--- config.mk ---
export PLATFORM = sky130hd
export DESIGN_NAME = arsf_status_top
export DESIGN_NICKNAME = d
export VERILOG_FILES = /design/src/arsf_pkg.sv /design/src/arsf_flag_if.sv /design/src/arsf_flag_core.sv /design/src/arsf_status_top.sv
export SDC_FILE = /design/constraint.sdc
export NUM_CORES = 1
export LEC_CHECK = 0
export BUFFER_PORTS_ARGS = -buffer_cell sky130_fd_sc_hd__buf_2
export CAP_MARGIN = 30
export CORE_MARGIN = 4
export CORE_UTILIZATION = 52
export CTS_BUF_LIST = sky130_fd_sc_hd__clkbuf_8
export DETAILED_ROUTE_END_ITERATION = 7
export PLACE_DENSITY = 0.78
export SYNTH_ARGS = -nofsm -noshare
export SYNTH_HDL_FRONTEND = slang
export SYNTH_SLANG_ARGS = --single-unit
--- constraint.sdc ---
create_clock -name hclk -period 2.1 [get_ports hclk]
set_input_delay 0.21 -clock hclk [delete_from_list [all_inputs] [get_ports hclk]]
set_output_delay 0.21 -clock hclk [all_outputs]
set_load 0.005 [all_outputs]
--- src/arsf_pkg.sv ---
package arsf_pkg;

  // Register byte offsets, low address byte only (upper bits alias)
  localparam logic [7:0] OFS_EN_SET   = 8'h00;
  localparam logic [7:0] OFS_EN_CLR   = 8'h04;
  localparam logic [7:0] OFS_EN_STAT  = 8'h08;
  localparam logic [7:0] OFS_STATUS   = 8'h0C;
  localparam logic [7:0] OFS_LAST     = 8'h10;
  localparam logic [7:0] OFS_IRQ_STAT = 8'h14;
  localparam logic [7:0] OFS_IRQ_MASK = 8'h18;
  localparam logic [7:0] OFS_RES_BASE = 8'h20;

  // Status word field positions
  localparam int ST_DONE_LSB = 0;
  localparam int ST_OVR_LSB  = 8;
  localparam int ST_RDY_BIT  = 16;
  localparam int ST_GOVR_BIT = 17;

  // Interrupt status and mask bit positions
  localparam int IRQ_RES_BIT = 0;
  localparam int IRQ_OVR_BIT = 1;
  localparam int IRQ_W       = 2;

  // Defaults and limits of the parameters
  localparam int DEF_CHANNELS = 8;
  localparam int MAX_CHANNELS = 8;
  localparam int DEF_DATA_W   = 10;
  localparam int MAX_DATA_W   = 16;

  // Reset values
  localparam logic [31:0] RST_WORD = 32'h0000_0000;

  // Bus access sequencer, Gray along idle, access, answer
  typedef enum logic [1:0] {
    BUS_IDLE   = 2'b00,
    BUS_ACCESS = 2'b01,
    BUS_ANSWER = 2'b11
  } arsf_bus_t;

endpackage : arsf_pkg

--- src/arsf_flag_if.sv ---
`timescale 1ns/1ps
interface arsf_flag_if #(
  parameter int N  = 8,
  parameter int CW = 3
);
  logic          eoc;       // End of conversion pulse
  logic [CW-1:0] eoc_chan;  // Channel of that conversion
  logic [N-1:0]  chan_en;   // Enabled channels
  logic [N-1:0]  dis_now;   // Channels being disabled this cycle
  logic          rd_chan;   // Channel result read pulse
  logic [CW-1:0] rd_idx;    // Channel of that read
  logic          rd_last;   // Last result read pulse
  logic          rd_status; // Status read pulse
  logic [N-1:0]  done;      // Conversion-done flags
  logic [N-1:0]  ovr;       // Channel overrun flags
  logic          rdy;       // Result-ready flag
  logic          govr;      // Any-overrun flag
  logic          eoc_ok;    // Conversion accepted this cycle
  logic          ovr_evt;   // Some overrun set this cycle

  modport core (
    input  eoc, eoc_chan, chan_en, dis_now, rd_chan, rd_idx, rd_last, rd_status,
    output done, ovr, rdy, govr, eoc_ok, ovr_evt
  );
  modport regs (
    output eoc, eoc_chan, chan_en, dis_now, rd_chan, rd_idx, rd_last, rd_status,
    input  done, ovr, rdy, govr, eoc_ok, ovr_evt
  );
endinterface : arsf_flag_if

--- src/arsf_flag_core.sv ---
`timescale 1ns/1ps
module arsf_flag_core #(
  parameter int N  = 8,
  parameter int CW = 3
) (
  input logic        hclk,    // System clock
  input logic        hresetn, // Async reset, active low
  arsf_flag_if.core  f        // Events in, flags out
);

  // One-hot of a channel number, shared by read and conversion decode
  function automatic logic [N-1:0] onehot(input logic [CW-1:0] idx);
    onehot = '0;
    onehot[idx] = 1'b1;
  endfunction : onehot

  logic [N-1:0] done_r;
  logic [N-1:0] ovr_r;
  logic         rdy_r;
  logic         govr_r;

  // Conversions on disabled channels, or ones being disabled now, are dropped
  wire [N-1:0] eoc_hot  = onehot(f.eoc_chan);
  wire         eoc_ok_w = f.eoc & |(eoc_hot & f.chan_en & ~f.dis_now); // [RULE2] [RULE12]

  // Done flags: set by own conversion, cleared by own or last-result read
  wire [N-1:0] set_done = {N{eoc_ok_w}} & eoc_hot; // [RULE15]
  wire [N-1:0] clr_done = ({N{f.rd_chan}} & onehot(f.rd_idx)) | {N{f.rd_last}}; // [RULE11] [RULE13]
  wire [N-1:0] done_nxt = set_done | (done_r & ~clr_done);

  // Channel overrun: new result on top of an unread one; set beats clear
  wire [N-1:0] ovr_set  = set_done & done_r; // [RULE9]
  wire [N-1:0] ovr_nxt  = ovr_set | (ovr_r & ~{N{f.rd_status}}); // [RULE10]

  // Ready falls only on a last-result read; a new result always raises it
  wire         rdy_nxt  = eoc_ok_w | (rdy_r & ~f.rd_last); // [RULE1] [RULE3] [RULE4]

  // Any-overrun: set wins over the status-read clear in the same cycle
  wire         govr_set = eoc_ok_w & rdy_r; // [RULE5] [RULE7] [RULE8]
  wire         govr_nxt = govr_set | (govr_r & ~f.rd_status); // [RULE6]

  // Flag registers
  always_ff @(posedge hclk or negedge hresetn) begin
    if (!hresetn) begin
      done_r <= '0;
      ovr_r  <= '0;
      rdy_r  <= 1'b0;
      govr_r <= 1'b0;
    end else begin
      done_r <= done_nxt;
      ovr_r  <= ovr_nxt;
      rdy_r  <= rdy_nxt;
      govr_r <= govr_nxt;
    end
  end

  assign f.done    = done_r;
  assign f.ovr     = ovr_r;
  assign f.rdy     = rdy_r;
  assign f.govr    = govr_r;
  assign f.eoc_ok  = eoc_ok_w;
  assign f.ovr_evt = govr_set | (|ovr_set);
endmodule : arsf_flag_core

--- src/arsf_status_top.sv ---
// Our own choices: the placing of the registers and the AHB-Lite interface to the registers.
`timescale 1ns/1ps
// Function
// RULE1 - Result-ready clears only on last-result read, never on channel result reads.
// RULE2 - Conversion on a disabled channel stores nothing and never raises result-ready.
// RULE3 - Channel read during another enabled channel's conversion still raises result-ready.
// RULE4 - Disable of one channel during another's conversion still stores and raises ready.
// RULE5 - Conversion ending while result-ready is high sets any-overrun.
// RULE6 - Status read clears any-overrun; a coincident new overrun sets it.
// RULE7 - Any-overrun is set even when another channel's result is read.
// RULE8 - Any-overrun is set even when another channel is being disabled.
// RULE9 - Conversion over a channel's still-set done flag sets its overrun flag.
// RULE10 - Status read clears channel overrun flags even while done is being set.
// RULE11 - Channel or last-result read clears that channel's done flag. Here a last-result read clears every done flag.
// RULE12 - A disabled channel's done flag never rises, whatever reads coincide.
// RULE13 - A channel read clears only its own done flag.
// RULE14 - Software ignores done of disabled channels; avoids mixing ready polling with reads.
// RULE15 - Accepted conversion writes channel and last result, sets done and ready.
module arsf_status_top #(
  parameter int N      = arsf_pkg::DEF_CHANNELS,
  parameter int DATA_W = arsf_pkg::DEF_DATA_W
) (
  input  logic              hclk,      // System clock, 100 MHz
  input  logic              hresetn,   // Async reset, active low
  input  logic              hsel,      // Slave select
  input  logic [31:0]       haddr,     // Byte address
  input  logic [1:0]        htrans,    // Transfer type
  input  logic              hwrite,    // Write when high
  input  logic [2:0]        hsize,     // Word accesses only
  input  logic [31:0]       hwdata,    // Write data
  input  logic              hready,    // Bus ready in
  output logic              hreadyout, // Slave ready
  output logic [31:0]       hrdata,    // Read data
  output logic              hresp,     // Always OKAY
  input  logic              eoc,       // End of conversion pulse
  input  logic [2:0]        eoc_chan,  // Channel just converted
  input  logic [DATA_W-1:0] eoc_data,  // Conversion result
  output logic [N-1:0]      chan_en,   // Enabled channels to converter
  output logic              irq        // Level interrupt, active high
);

  localparam int CW = $clog2(N);

  // Elaboration checks on the parameters
  if (N < 2 || N > arsf_pkg::MAX_CHANNELS) begin : g_bad_n
    $error("channel count out of range");
  end
  if (DATA_W < 1 || DATA_W > arsf_pkg::MAX_DATA_W) begin : g_bad_w
    $error("result width out of range");
  end

  // Word match of the latched address against a register offset
  function automatic logic hit(input logic [7:0] a, input logic [7:0] ofs);
    hit = (a[7:2] == ofs[7:2]);
  endfunction : hit

  arsf_pkg::arsf_bus_t state_r;
  arsf_pkg::arsf_bus_t state_nxt;

  logic [7:0]                     addr_r;
  logic                           wr_r;
  logic                           hreadyout_r;
  logic [31:0]                    hrdata_r;
  logic                           hresp_r;
  logic [N-1:0]                   chan_en_r;
  logic [DATA_W-1:0]              res_r [N];
  logic [DATA_W-1:0]              last_r;
  logic [arsf_pkg::IRQ_W-1:0]     irq_stat_r;
  logic [arsf_pkg::IRQ_W-1:0]     irq_mask_r;
  logic                           irq_r;
  logic [31:0]                    rd_mux;

  arsf_flag_if #(.N(N), .CW(CW)) flg ();

  arsf_flag_core #(.N(N), .CW(CW)) u_core (
    .hclk    (hclk),
    .hresetn (hresetn),
    .f       (flg.core)
  );

  // Address phase is taken only while the bus is ready
  wire take   = hsel & htrans[1] & hready;
  wire acc    = (state_r == arsf_pkg::BUS_ACCESS);
  wire rd_acc = acc & ~wr_r;
  wire wr_acc = acc & wr_r;

  // Sequencer: one wait state so read data and side effects share an edge
  always_comb begin
    case (state_r)
      arsf_pkg::BUS_IDLE:   state_nxt = take ? arsf_pkg::BUS_ACCESS : arsf_pkg::BUS_IDLE;
      arsf_pkg::BUS_ACCESS: state_nxt = arsf_pkg::BUS_ANSWER;
      arsf_pkg::BUS_ANSWER: state_nxt = take ? arsf_pkg::BUS_ACCESS : arsf_pkg::BUS_IDLE;
      default:              state_nxt = arsf_pkg::BUS_IDLE;
    endcase
  end

  always_ff @(posedge hclk or negedge hresetn) begin
    if (!hresetn) begin
      state_r     <= arsf_pkg::BUS_IDLE;
      hreadyout_r <= 1'b1;
      hresp_r     <= 1'b0;
    end else begin
      state_r     <= state_nxt;
      hreadyout_r <= (state_nxt != arsf_pkg::BUS_ACCESS);
      hresp_r     <= 1'b0;
    end
  end

  // Address phase capture
  always_ff @(posedge hclk or negedge hresetn) begin
    if (!hresetn) begin
      addr_r <= 8'h00;
      wr_r   <= 1'b0;
    end else if (take && state_r != arsf_pkg::BUS_ACCESS) begin
      addr_r <= haddr[7:0];
      wr_r   <= hwrite;
    end
  end

  // Register decode
  wire hit_en_set = hit(addr_r, arsf_pkg::OFS_EN_SET);
  wire hit_en_clr = hit(addr_r, arsf_pkg::OFS_EN_CLR);
  wire hit_en_st  = hit(addr_r, arsf_pkg::OFS_EN_STAT);
  wire hit_status = hit(addr_r, arsf_pkg::OFS_STATUS);
  wire hit_last   = hit(addr_r, arsf_pkg::OFS_LAST);
  wire hit_istat  = hit(addr_r, arsf_pkg::OFS_IRQ_STAT);
  wire hit_imask  = hit(addr_r, arsf_pkg::OFS_IRQ_MASK);
  wire hit_res    = (addr_r[7:5] == arsf_pkg::OFS_RES_BASE[7:5])
                  && (int'(addr_r[4:2]) < N);
  wire [CW-1:0] res_idx = addr_r[2 +: CW];

  // Read side effects reach the flag core in the access cycle
  assign flg.eoc       = eoc & (int'(eoc_chan) < N); // Out-of-range channels never reach flags
  assign flg.eoc_chan  = eoc_chan[CW-1:0];
  assign flg.chan_en   = chan_en_r;
  assign flg.rd_chan   = rd_acc & hit_res;   // [RULE13]
  assign flg.rd_idx    = res_idx;
  assign flg.rd_last   = rd_acc & hit_last;  // [RULE1] [RULE11]
  assign flg.rd_status = rd_acc & hit_status; // [RULE6] [RULE10]

  // A disable write takes effect on conversions ending in the same cycle
  wire [N-1:0] en_set_w = (wr_acc & hit_en_set) ? hwdata[N-1:0] : '0;
  wire [N-1:0] en_clr_w = (wr_acc & hit_en_clr) ? hwdata[N-1:0] : '0;
  assign flg.dis_now   = en_clr_w; // [RULE2] [RULE12]

  // Channels beyond N would alias a real channel, so they are dropped here
  wire eoc_in_range = (int'(eoc_chan) < N);
  wire store        = flg.eoc_ok & eoc_in_range;

  // Channel enable register, disable wins over enable in one write pair
  always_ff @(posedge hclk or negedge hresetn) begin
    if (!hresetn) begin
      chan_en_r <= '0;
    end else begin
      chan_en_r <= (chan_en_r | en_set_w) & ~en_clr_w;
    end
  end

  // Per-channel result storage, written only for accepted conversions
  for (genvar i = 0; i < N; i++) begin : g_res
    always_ff @(posedge hclk or negedge hresetn) begin
      if (!hresetn) begin
        res_r[i] <= '0;
      end else if (store && eoc_chan[CW-1:0] == CW'(i)) begin // [RULE4] [RULE15]
        res_r[i] <= eoc_data;
      end
    end
  end

  // Last result mirrors whichever channel's conversion was accepted most recently
  always_ff @(posedge hclk or negedge hresetn) begin
    if (!hresetn) begin
      last_r <= '0;
    end else if (store) begin // [RULE2] [RULE15]
      last_r <= eoc_data;
    end
  end

  // Interrupt events: accepted result and any overrun
  wire [arsf_pkg::IRQ_W-1:0] irq_evt = {flg.ovr_evt, store};
  wire [arsf_pkg::IRQ_W-1:0] irq_w1c = (wr_acc & hit_istat)
                                     ? hwdata[arsf_pkg::IRQ_W-1:0] : '0;
  wire [arsf_pkg::IRQ_W-1:0] irq_stat_nxt = irq_evt | (irq_stat_r & ~irq_w1c);
  wire [arsf_pkg::IRQ_W-1:0] irq_mask_nxt = (wr_acc & hit_imask)
                                          ? hwdata[arsf_pkg::IRQ_W-1:0] : irq_mask_r;

  // Sticky status, set wins over write-one-to-clear
  always_ff @(posedge hclk or negedge hresetn) begin
    if (!hresetn) begin
      irq_stat_r <= '0;
      irq_mask_r <= '0;
      irq_r      <= 1'b0;
    end else begin
      irq_stat_r <= irq_stat_nxt;
      irq_mask_r <= irq_mask_nxt;
      irq_r      <= |(irq_stat_nxt & irq_mask_nxt);
    end
  end

  // Status word assembly
  wire [31:0] status_w = (32'(flg.done) << arsf_pkg::ST_DONE_LSB)
                       | (32'(flg.ovr)  << arsf_pkg::ST_OVR_LSB)
                       | (32'(flg.rdy)  << arsf_pkg::ST_RDY_BIT)
                       | (32'(flg.govr) << arsf_pkg::ST_GOVR_BIT);

  // Read mux; unmapped and write-only offsets read as zero
  always_comb begin
    rd_mux = arsf_pkg::RST_WORD;
    if (hit_en_st) begin
      rd_mux = 32'(chan_en_r);
    end else if (hit_status) begin
      rd_mux = status_w;
    end else if (hit_last) begin
      rd_mux = 32'(last_r);
    end else if (hit_istat) begin
      rd_mux = 32'(irq_stat_r);
    end else if (hit_imask) begin
      rd_mux = 32'(irq_mask_r);
    end else if (hit_res) begin
      rd_mux = 32'(res_r[res_idx]);
    end
  end

  // Read data captured with the pre-clear flag values
  always_ff @(posedge hclk or negedge hresetn) begin
    if (!hresetn) begin
      hrdata_r <= arsf_pkg::RST_WORD;
    end else if (rd_acc) begin
      hrdata_r <= rd_mux;
    end
  end

  assign hreadyout = hreadyout_r;
  assign hrdata    = hrdata_r;
  assign hresp     = hresp_r;
  assign chan_en   = chan_en_r;
  assign irq       = irq_r;
endmodule : arsf_status_top

# Yosys cells after proc, flatten, opt, wreduce, memory -nomap -nowiden
# Index checks and enable logic that the tools add are counted.
op_classes:
  muxes: 19
  n_eq_ne: 18
  n_bitwise: 44
  reduce_logical: 18
  n_lt_le_gt_ge: 5
ops:
  columns: ["op", "count"]
  rows:
  - ["$mux 32", 3]
  - ["$and 8x8->8", 8]
  - ["$mux 10", 5]
  - ["$or 8x8->8", 4]
  - ["$bmux 10 s3", 1]
  - ["$not 8->8", 3]
  - ["$eq 6x3->1 const B", 3]
  - ["$or 17x18->18", 1]
  - ["$or 16x17->17", 1]
  - ["$mux 8", 2]
  - ["$or 8x16->16", 1]
  - ["$reduce_or 8->1", 2]
  - ["$and 1x1->1", 15]
  - ["$eq 3x3->1 const B", 4]
  - ["$eq 6x2->1 const B", 2]
  - ["$logic_and 1x1->1", 11]
  - ["$lt 3x4->1 const B", 2]
  - ["$demux 1 s3", 2]
  - ["$eq 3x1->1 const B", 2]
  - ["$eq 3x2->1 const B", 2]
  - ["$eq 6x1->1 const B", 1]
  - ["$ge 3x1->1 const B", 2]
  - ["$logic_not 6->1", 1]
  - ["$and 2x2->2", 2]
  - ["other kinds (15)", 24]
word_totals:
  out_inout_bits: 43
  wordCells: 126
  reg_bits: 165
  input_bits: 88

# Depth between registers and ports, before layout
# Gate-level depths: netlist of run 1.
depth:
  word_depth: 15
  depth_mapped: 8
  ltp_nobuf: 8

# Cells and area by module
# From an unflattened synthesis of run 1, not the netlist that was laid out.
unflattened:
  cells_unflattened: 612
  area_unflattened_um2: 7404.6
by_module_without_submodules:
  columns: ["mod", "n_inst", "cells_per_inst", "seq_area_each_um2", "area_per_inst_um2"]
  rows:
  - ["arsf_status_top", 1, 496, 3279.4, 6287.3]
  - ["arsf_flag_core", 1, 116, 450.4, 1117.3]

# Least setup slack after synthesis of run 1
# No wires, ideal clock.
synth_path:
  path_kind: "register -> register"
  start: "reg chan_en_r[6], in the netlist chan_en[6]"
  end: "reg last_r[7]"
  path_stages_with_launch: 8
  setup_ns: 0.127
  synth_period_minus_slack_ns: 2.093
  t_required_ns: 1.973
  setup_slack_ns: 0.007
  arrival_ns: 1.965
  path_cell_list: "dfrtp_1 -> nor2b_1 -> mux4_2 -> mux2i_1 -> o22a_1 -> buf_4 -> buf_4 -> mux2_1"
synth_between:
  elab_chain_len: 4
synth_lines:
  columns: ["element", "line", "source"]
  rows:
  - ["from (decl)", "arsf_status_top.sv:65", "logic [N-1:0] chan_en_r;"]
  - ["from (signal assigned)", "arsf_status_top.sv:155", "chan_en_r <= (chan_en_r | en_set_w) & ~en_clr_w;"]
  - ["$and 8x8->8 (2 in series)", "arsf_flag_core.sv:24", "wire eoc_ok_w = f.eoc & |(eoc_hot & f.chan_en & ~f.dis_now);"]
  - ["$reduce_or 8->1", "arsf_flag_core.sv:24", null]
  - ["$and 1x1->1", "arsf_flag_core.sv:24", null]
  - ["to (signal assigned)", "arsf_status_top.sv:175", "last_r <= eoc_data;"]
  - ["to (decl)", "arsf_status_top.sv:67", "logic [DATA_W-1:0] last_r;"]
# No other way between the ends.
# A chain may end at the register's enable or synchronous reset.

# Worst setup path after layout of run 1
layout_path:
  start: "reg addr_r[5]"
  end: "reg res_r[61] (netlist bit)"
layout_between:
  elab_chain_len: 8
layout_lines:
  columns: ["element", "line", "source"]
  rows:
  - ["from (decl)", "arsf_status_top.sv:60", "logic [7:0] addr_r;"]
  - ["from (signal assigned)", "arsf_status_top.sv:115", "addr_r <= haddr[7:0];"]
  - ["$eq 6x1->1", "arsf_status_top.sv:54", "hit = (a[7:2] == ofs[7:2]);"]
  - ["$and 1x1->1", "arsf_status_top.sv:143", "wire [N-1:0] en_clr_w = (wr_acc & hit_en_clr) ? hwdata[N-1:0] : '0;"]
  - ["$mux 8", "arsf_status_top.sv:143", null]
  - ["$not 8->8", "arsf_flag_core.sv:24", null]
  - ["$and 8x8->8", "arsf_flag_core.sv:24", null]
  - ["$reduce_or 8->1", "arsf_flag_core.sv:24", null]
  - ["$and 1x1->1", "arsf_flag_core.sv:24", null]
  - ["$logic_and 1x1->1", "arsf_status_top.sv:164", "end else if (store && eoc_chan[CW-1:0] == CW'(i)) begin"]
  - ["to (signal, indexed assignment)", "arsf_status_top.sv:165", "res_r[i] <= eoc_data;"]
  - ["to (decl)", "arsf_status_top.sv:66", "logic [DATA_W-1:0] res_r [N];"]
# No other way between the ends.

==> results of run 1 <==
==> worst min-delay path, delay by kind of cell <==
kind | cells | cell delay, ns
buf+inv | 2 | 0.21
compound gates | 1 | 0.05
==> flip-flops by register name (all words and copies together) (netlist names) <==
register	count
state_r	2
irq_mask_r	2
wr_r	1
u_core.f.rdy	1
res_r	80
addr_r	6
last_r	10
u_core.f.done	8
chan_en	8
irq	1
hreadyout	1
irq_stat_r	2
u_core.f.ovr	8
u_core.f.govr	1
hrdata	18
==> metal layers <==
metal	vias up	wire, um	global-route usage
met3	33	1310	0.0445
met4	0	345	0.0912
met5	-	0	0
met2	236	8880	0.385
met1	2601	7510	0.300
li1	2266	-	-
==> through the flow <==
step / hold WS (ns) / cell area, sq um / TNS, ns
finish: 0.0585 / 8900 / -1.65
global route: 0.0681 / 8900 / -5.31
CTS: 0.0304 / 8750 / -0.612
detailed placement: 0.226 / 7990 / -3.28
global placement: 0.215 / 7990 / -2.93
floorplan: -0.0856 / 7260 / 0
==> final cells by class <==
cell class | count | area, sq um | share of cell area
Tap cell | 176 | 220 | 0.0247
Multi-Input combinational cell | 369 | 3470 | 0.389
Clock buffer | 18 | 248 | 0.0278
Timing Repair Buffer | 136 | 1060 | 0.120
Inverter | 10 | 37.5 | 0.00422
Sequential cell | 149 | 3730 | 0.419
Clock inverter | 14 | 138 | 0.0155
==> path summary, 6_finish.rpt <==
check,from,end,cells past startpoint
setup / recovery,addr_r[5]$_DFFE_PN0P_,res_r[61]$_DFFE_PN0P_,8
hold / removal,hwdata[1],chan_en[1]$_DFF_PN0_,3
setup reg to reg,addr_r[5]$_DFFE_PN0P_,res_r[61]$_DFFE_PN0P_,8
hold reg to reg,hrdata[17]$_DFFE_PN0P_,hrdata[17]$_DFFE_PN0P_,2
max in group asynchronous,hresetn,res_r[6]$_DFFE_PN0P_,3
min in group asynchronous,hresetn,res_r[71]$_DFFE_PN0P_,3
==> cells in the mapped netlist, drive strengths merged, types with 2 or more instances <==
master | number | area share
nor4 | 2 | 0.0026
a221oi | 6 | 0.0073
a21oi | 20 | 0.014
inv | 10 | 0.0052
nand4 | 2 | 0.0017
a32o | 5 | 0.0069
nand2b | 3 | 0.0026
o2111ai | 2 | 0.0024
nor3 | 4 | 0.0042
mux2i | 15 | 0.021
o31ai | 2 | 0.0021
nand3 | 20 | 0.014
buf | 37 | 0.037
and3 | 5 | 0.0050
nand3b | 2 | 0.0021
nand2 | 54 | 0.028
nor2b | 11 | 0.0095
dfrtp | 148 | 0.51
mux2 | 100 | 0.17
mux4 | 22 | 0.069
and2b | 2 | 0.0028
nor2 | 15 | 0.010
and4 | 2 | 0.0031
a221o | 2 | 0.0028
a22oi | 4 | 0.0061
ha | 3 | 0.0052
a31o | 3 | 0.0036
o21a | 2 | 0.0021
o21ai | 29 | 0.021
clkbuf | 9 | 0.0049
==> report_power, final <==
group          internal, W  switching [W]
combinational      0.00241        0.00179
clock              0.00107        0.00110
sequential         0.00395       0.000717
total              0.00743        0.00360
==> cell families (layout without fill, tap and decap cells) <==
family	Yosys count	count (layout)	synth area share
fa+ha+maj	3	3	0.00521
simple gates	128	131	0.0924
other cells	1	15	0.000520
flops	149	149	0.518
buf+inv	56	178	0.0467
mux	137	137	0.260
compound gates	83	83	0.0778
==> timing repair <==
item	CTS	global route
hold buffers	15	0
gates resized for setup	30	52
hold endpoints to repair	162	0
cloned	4	0
pin swaps	9	12
setup endpoints to repair	87	112
buffers inserted	5	5
==> results.json, run 1 <==
{
  "layout_commonest_cell": "dfrtp_1",
  "portBuffers": 61,
  "p_total_w": 0.0110,
  "utilization": 0.665,
  "drv_slew": 0,
  "rsz0062_at_grt": "true",
  "routed_wl_um": 18000,
  "drt_iter0_markers": 507,
  "min_period_over_period": 1.04,
  "cts_buffers": 17,
  "area_delta_synth_final_pct": 23.6,
  "routed_via_density": 5.89,
  "die-area_sq_um": 15800,
  "slew_headroom": 0.663,
  "syn_area_per_cell_sq_um": 12.9,
  "finalWorstSetupSlack_ns": -0.0894,
  "p_leak_nw": 4.24,
  "tightest_slew_ns": 0.505,
  "num_antenna_cells": 0,
  "clk_latency_ns": 0.45,
  "start_util": 0.538,
  "setup_viol": 48,
  "die_h_um": 126,
  "rows": 42,
  "clk_pin_slew_ns": 0.08,
  "die_w_um": 126,
  "fin_cells": 872,
  "place_hpwl_um": 11500,
  "drc": 0,
  "critPathArrivalTime_ns": 2.53,
  "core_sq_um": 13400,
  "violations": "setup timing",
  "power_density_nw_per_um2": 1240,
  "synthArstFlopShare": 1.00,
  "status": "complete, but fails checks",
  "grt_max_degree": 89,
  "drive_gt1_frac": 0.425,
  "path_max_fanout": 5,
  "dp_worst_setup_slack_ns": -0.0878,
  "critPathKind": "reg -> reg",
  "synth-seq-cells": 149,
  "antenna_left": 0,
  "clock_sinks": 149,
  "grt_pass1_wl_um": 28800,
  "fin_skew_ns": 0.00988,
  "fin_crit_ns": 2.19,
  "io_pins": 131,
  "placedCellCount": 812,
  "tritoncts": "built",
  "synth_top_flop_cell": "dfrtp_1",
  "vias": 5136,
  "grt_pass1_vias": 5374,
  "drtPass1Iterations": 6,
  "critical_path_buf_inv_count": 3,
  "synth_edf_count": 0,
  "critPathMaxStageDelay_ns": 0.55,
  "nets": 774,
  "gr-total-overflow": 0,
  "netlist_area_sq_um": 7210,
  "crit_chain": "or4_4 -> buf_6 -> nor2_8 -> o21ai_4 -> nand4_1 -> buf_4 -> clkbuf_16 -> mux2_4",
  "globalplace.congestion": 0.915,
  "cap_viol_max_count": 0,
  "synthDistinctLibCells": 59,
  "endpoint_kind": "register",
  "wl_per_cell_um": 20.7,
  "hp-class": "in -> reg",
  "r2r_slack_ns": -0.09,
  "worstPathRequired_ns": 2.44,
  "clock_path_buffers": 2,
  "yosysSeqAreaShare": 0.518,
  "ir_drop_mv": 0.557,
  "ys_warn_count": 0,
  "cts.htree.levels": 4,
  "num-fill-cells": 952,
  "synthCells": 557,
  "crit_family": "simple AND/OR/NAND/NOR gates",
  "clock.fmax_ghz": 0.457,
  "root_buffer": "clkbuf_8",
  "finalHoldViolations": 0,
  "slowest_stage": "or4_4",
  "layout_common_cells": "dfrtp_1, mux2_4, buf_2",
  "antenna_found_initial": 0,
  "grt_use_total": 0.231,
  "start_kind": "register"
}
Power figures use the tool's default switching activity.
==> run 2: changes to the inputs <==
CORE_ASPECT_RATIO = 0.75   (was unset)
==> run 2 against run 1 <==
Against the previous run:
- the run still ends with setup timing left
- die area grew 0.13%
- utilization grew 0.87 points
- critical endpoint is now res_r[65]$_DFFE_PN0P_
- global-route usage grew 1.0 points
- largest power group unchanged
==> results.json, run 2 (synthesized netlist as in run 1, its figures left out) <==
{
  "die_h_um": 110,
  "grt_max_degree": 53,
  "slew_headroom": 0.573,
  "io_pins": 131,
  "tritoncts": "built",
  "p_leak_nw": 4.28,
  "cap_viol_max_count": 0,
  "num_antenna_cells": 0,
  "power_density_nw_per_um2": 1250,
  "place_hpwl_um": 12100,
  "core_sq_um": 13300,
  "vias": 5350,
  "fin_setup_tns_ns": -2.92,
  "layout_common_cells": "dfrtp_1, mux2_4, buf_2",
  "clock_path_buffers": 2,
  "place_area_sq_um": 7970,
  "grt_pass1_vias": 5255,
  "finalWorstSetupSlack_ns": -0.0885,
  "placedCellCount": 808,
  "drt_iter0_markers": 561,
  "routed_via_density": 6.16,
  "crit_chain": "buf_6 -> and3_4 -> a211o_1 -> a22oi_4 -> o21ai_4 -> nand4_1 -> buf_6 -> mux2_4",
  "largest_register": "res_r",
  "start_util": 0.542,
  "clk_pin_slew_ns": 0.09,
  "drive_gt1_frac": 0.430,
  "slowest_stage": "dfrtp_1",
  "drtPass1Iterations": 5,
  "hp-class": "in -> reg",
  "fin_cells": 868,
  "clk_latency_ns": 0.46,
  "endpoint_kind": "register",
  "path_common_cell": "buf_6",
  "drc": 0,
  "ir_drop_mv": 0.750,
  "design_area_sq_um": 8950,
  "critPathMaxStageDelay_ns": 0.41,
  "setup_viol": 68,
  "status": "complete, but fails checks",
  "largest_reg_flops": 80,
  "cts_buffers": 17,
  "antenna_left": 0,
  "clock_sinks": 149,
  "routed_wl_um": 19500,
  "tightest_slew_ns": 0.640,
  "drv_slew": 0,
  "wl_per_cell_um": 22.5,
  "fin_skew_ns": 0.0151,
  "area_delta_synth_final_pct": 24.1,
  "p_total_w": 0.0112,
  "clock.fmax_ghz": 0.457,
  "worstPathRequired_ns": 2.44,
  "critPathKind": "reg -> reg",
  "gr-total-overflow": 0,
  "root_buffer": "clkbuf_8",
  "nets": 775,
  "path_max_fanout": 6,
  "rows": 36,
  "critPathArrivalTime_ns": 2.53,
  "portBuffers": 61,
  "rsz0062_at_grt": "true",
  "finalHoldViolations": 0,
  "fin_crit_ns": 2.19,
  "cts.htree.levels": 4,
  "antenna_found_initial": 0,
  "layout_commonest_cell": "dfrtp_1",
  "grt_pass1_wl_um": 28800,
  "grt_use_total": 0.241,
  "violations": "setup timing",
  "min_period_over_period": 1.04,
  "utilization": 0.673,
  "die_w_um": 144,
  "globalplace.congestion": 0.913,
  "start_kind": "register",
  "die-area_sq_um": 15800
}
==> run 2: cell types whose count changed in the layout (fill, tap and decap cells not counted), moves of 3 or more <==
cell	before	now
clkbuf_8	18	23
nand2_1	54	51
buf_6	7	10
o21ai_0	13	20
mux2_4	67	70
clkinv_2	5	2
nand2_2	0	3
o21ai_1	13	6
==> run 2: layer usage <==
| layer | vias to the layer above | global-route usage | part of all wire |
|---|---|---|---|
| met1 | 2724 | 0.333 | 0.41 |
| met2 | 306 | 0.373 | 0.47 |
| met4 | 0 | 0.0672 | 0.026 |
| met5 | - | 0 | 0 |
| met3 | 55 | 0.0726 | 0.089 |
| li1 | 2265 | - | - |
==> run 2: what timing repair did <==
| action | in CTS | in global routing |
|---|---|---|
| endpoints found under the hold margin | 63 | 0 |
| hold buffers | 15 | 0 |
| gates resized for setup | 21 | 62 |
| setup endpoints to repair | 73 | 105 |
| setup buffers | 2 | 6 |
| pin swaps | 3 | 11 |
| cloned | 0 | 5 |
==> run 2: final timing paths <==
check | start | end | slack [ns] | cells past startpoint
worst min register to register | hrdata[16]$_DFFE_PN0P_ | hrdata[16]$_DFFE_PN0P_ | 0.48 | 2
worst min-delay path | hwdata[1] | chan_en[1]$_DFF_PN0_ | 0.05 | 3
min in group asynchronous | hresetn | u_core.f.ovr[7]$_DFF_PN0_ | 0.27 | 2
worst max-delay path | chan_en[3]$_DFF_PN0_ | res_r[65]$_DFFE_PN0P_ | -0.09 | 8
max in group asynchronous | hresetn | res_r[64]$_DFFE_PN0P_ | 1.05 | 3
worst max register to register | chan_en[3]$_DFF_PN0_ | res_r[65]$_DFFE_PN0P_ | -0.09 | 8
==> run 2: layout make-up <==
| cell class | instances | area, sq um |
|---|---|---|
| fillers | 921 | 4340 |
| flip-flops and latches | 149 | 3730 |
| multi-input cells | 369 | 3480 |
| repair buffers | 137 | 1090 |
| clock buffers | 23 | 317 |
| well taps | 171 | 214 |
| clock inverters | 9 | 76.3 |
| inverters | 10 | 37.5 |
==> run 2: critical path, delay by kind of cell (launching register included) <==
kind / cells / cell delay (ns)
and+or+nand+nor: 2 / 0.33
AOI/OAI and AO/OA: 3 / 0.68
buffers and inverters: 2 / 0.32
DFF: 1 / 0.41
muxes: 1 / 0.32
==> run 2: where the power goes <==
part           switching (W)  internal [W]  total (W)  leakage, nW
registers           0.000733       0.00395    0.00468         1.80
clock network        0.00107       0.00112    0.00218        0.212
logic                0.00187       0.00248    0.00436         2.26
total                0.00367       0.00755     0.0112         4.28
==> run 2: through the flow <==
step | setup WS, ns | hold slack, ns
CTS | -0.0439 | 0.0366
global route | -0.122 | 0.0298
global placement | -0.0533 | 0.181
floorplan | 0.00737 | -0.0856
detailed placement | -0.0815 | 0.197
finish | -0.0885 | 0.0549
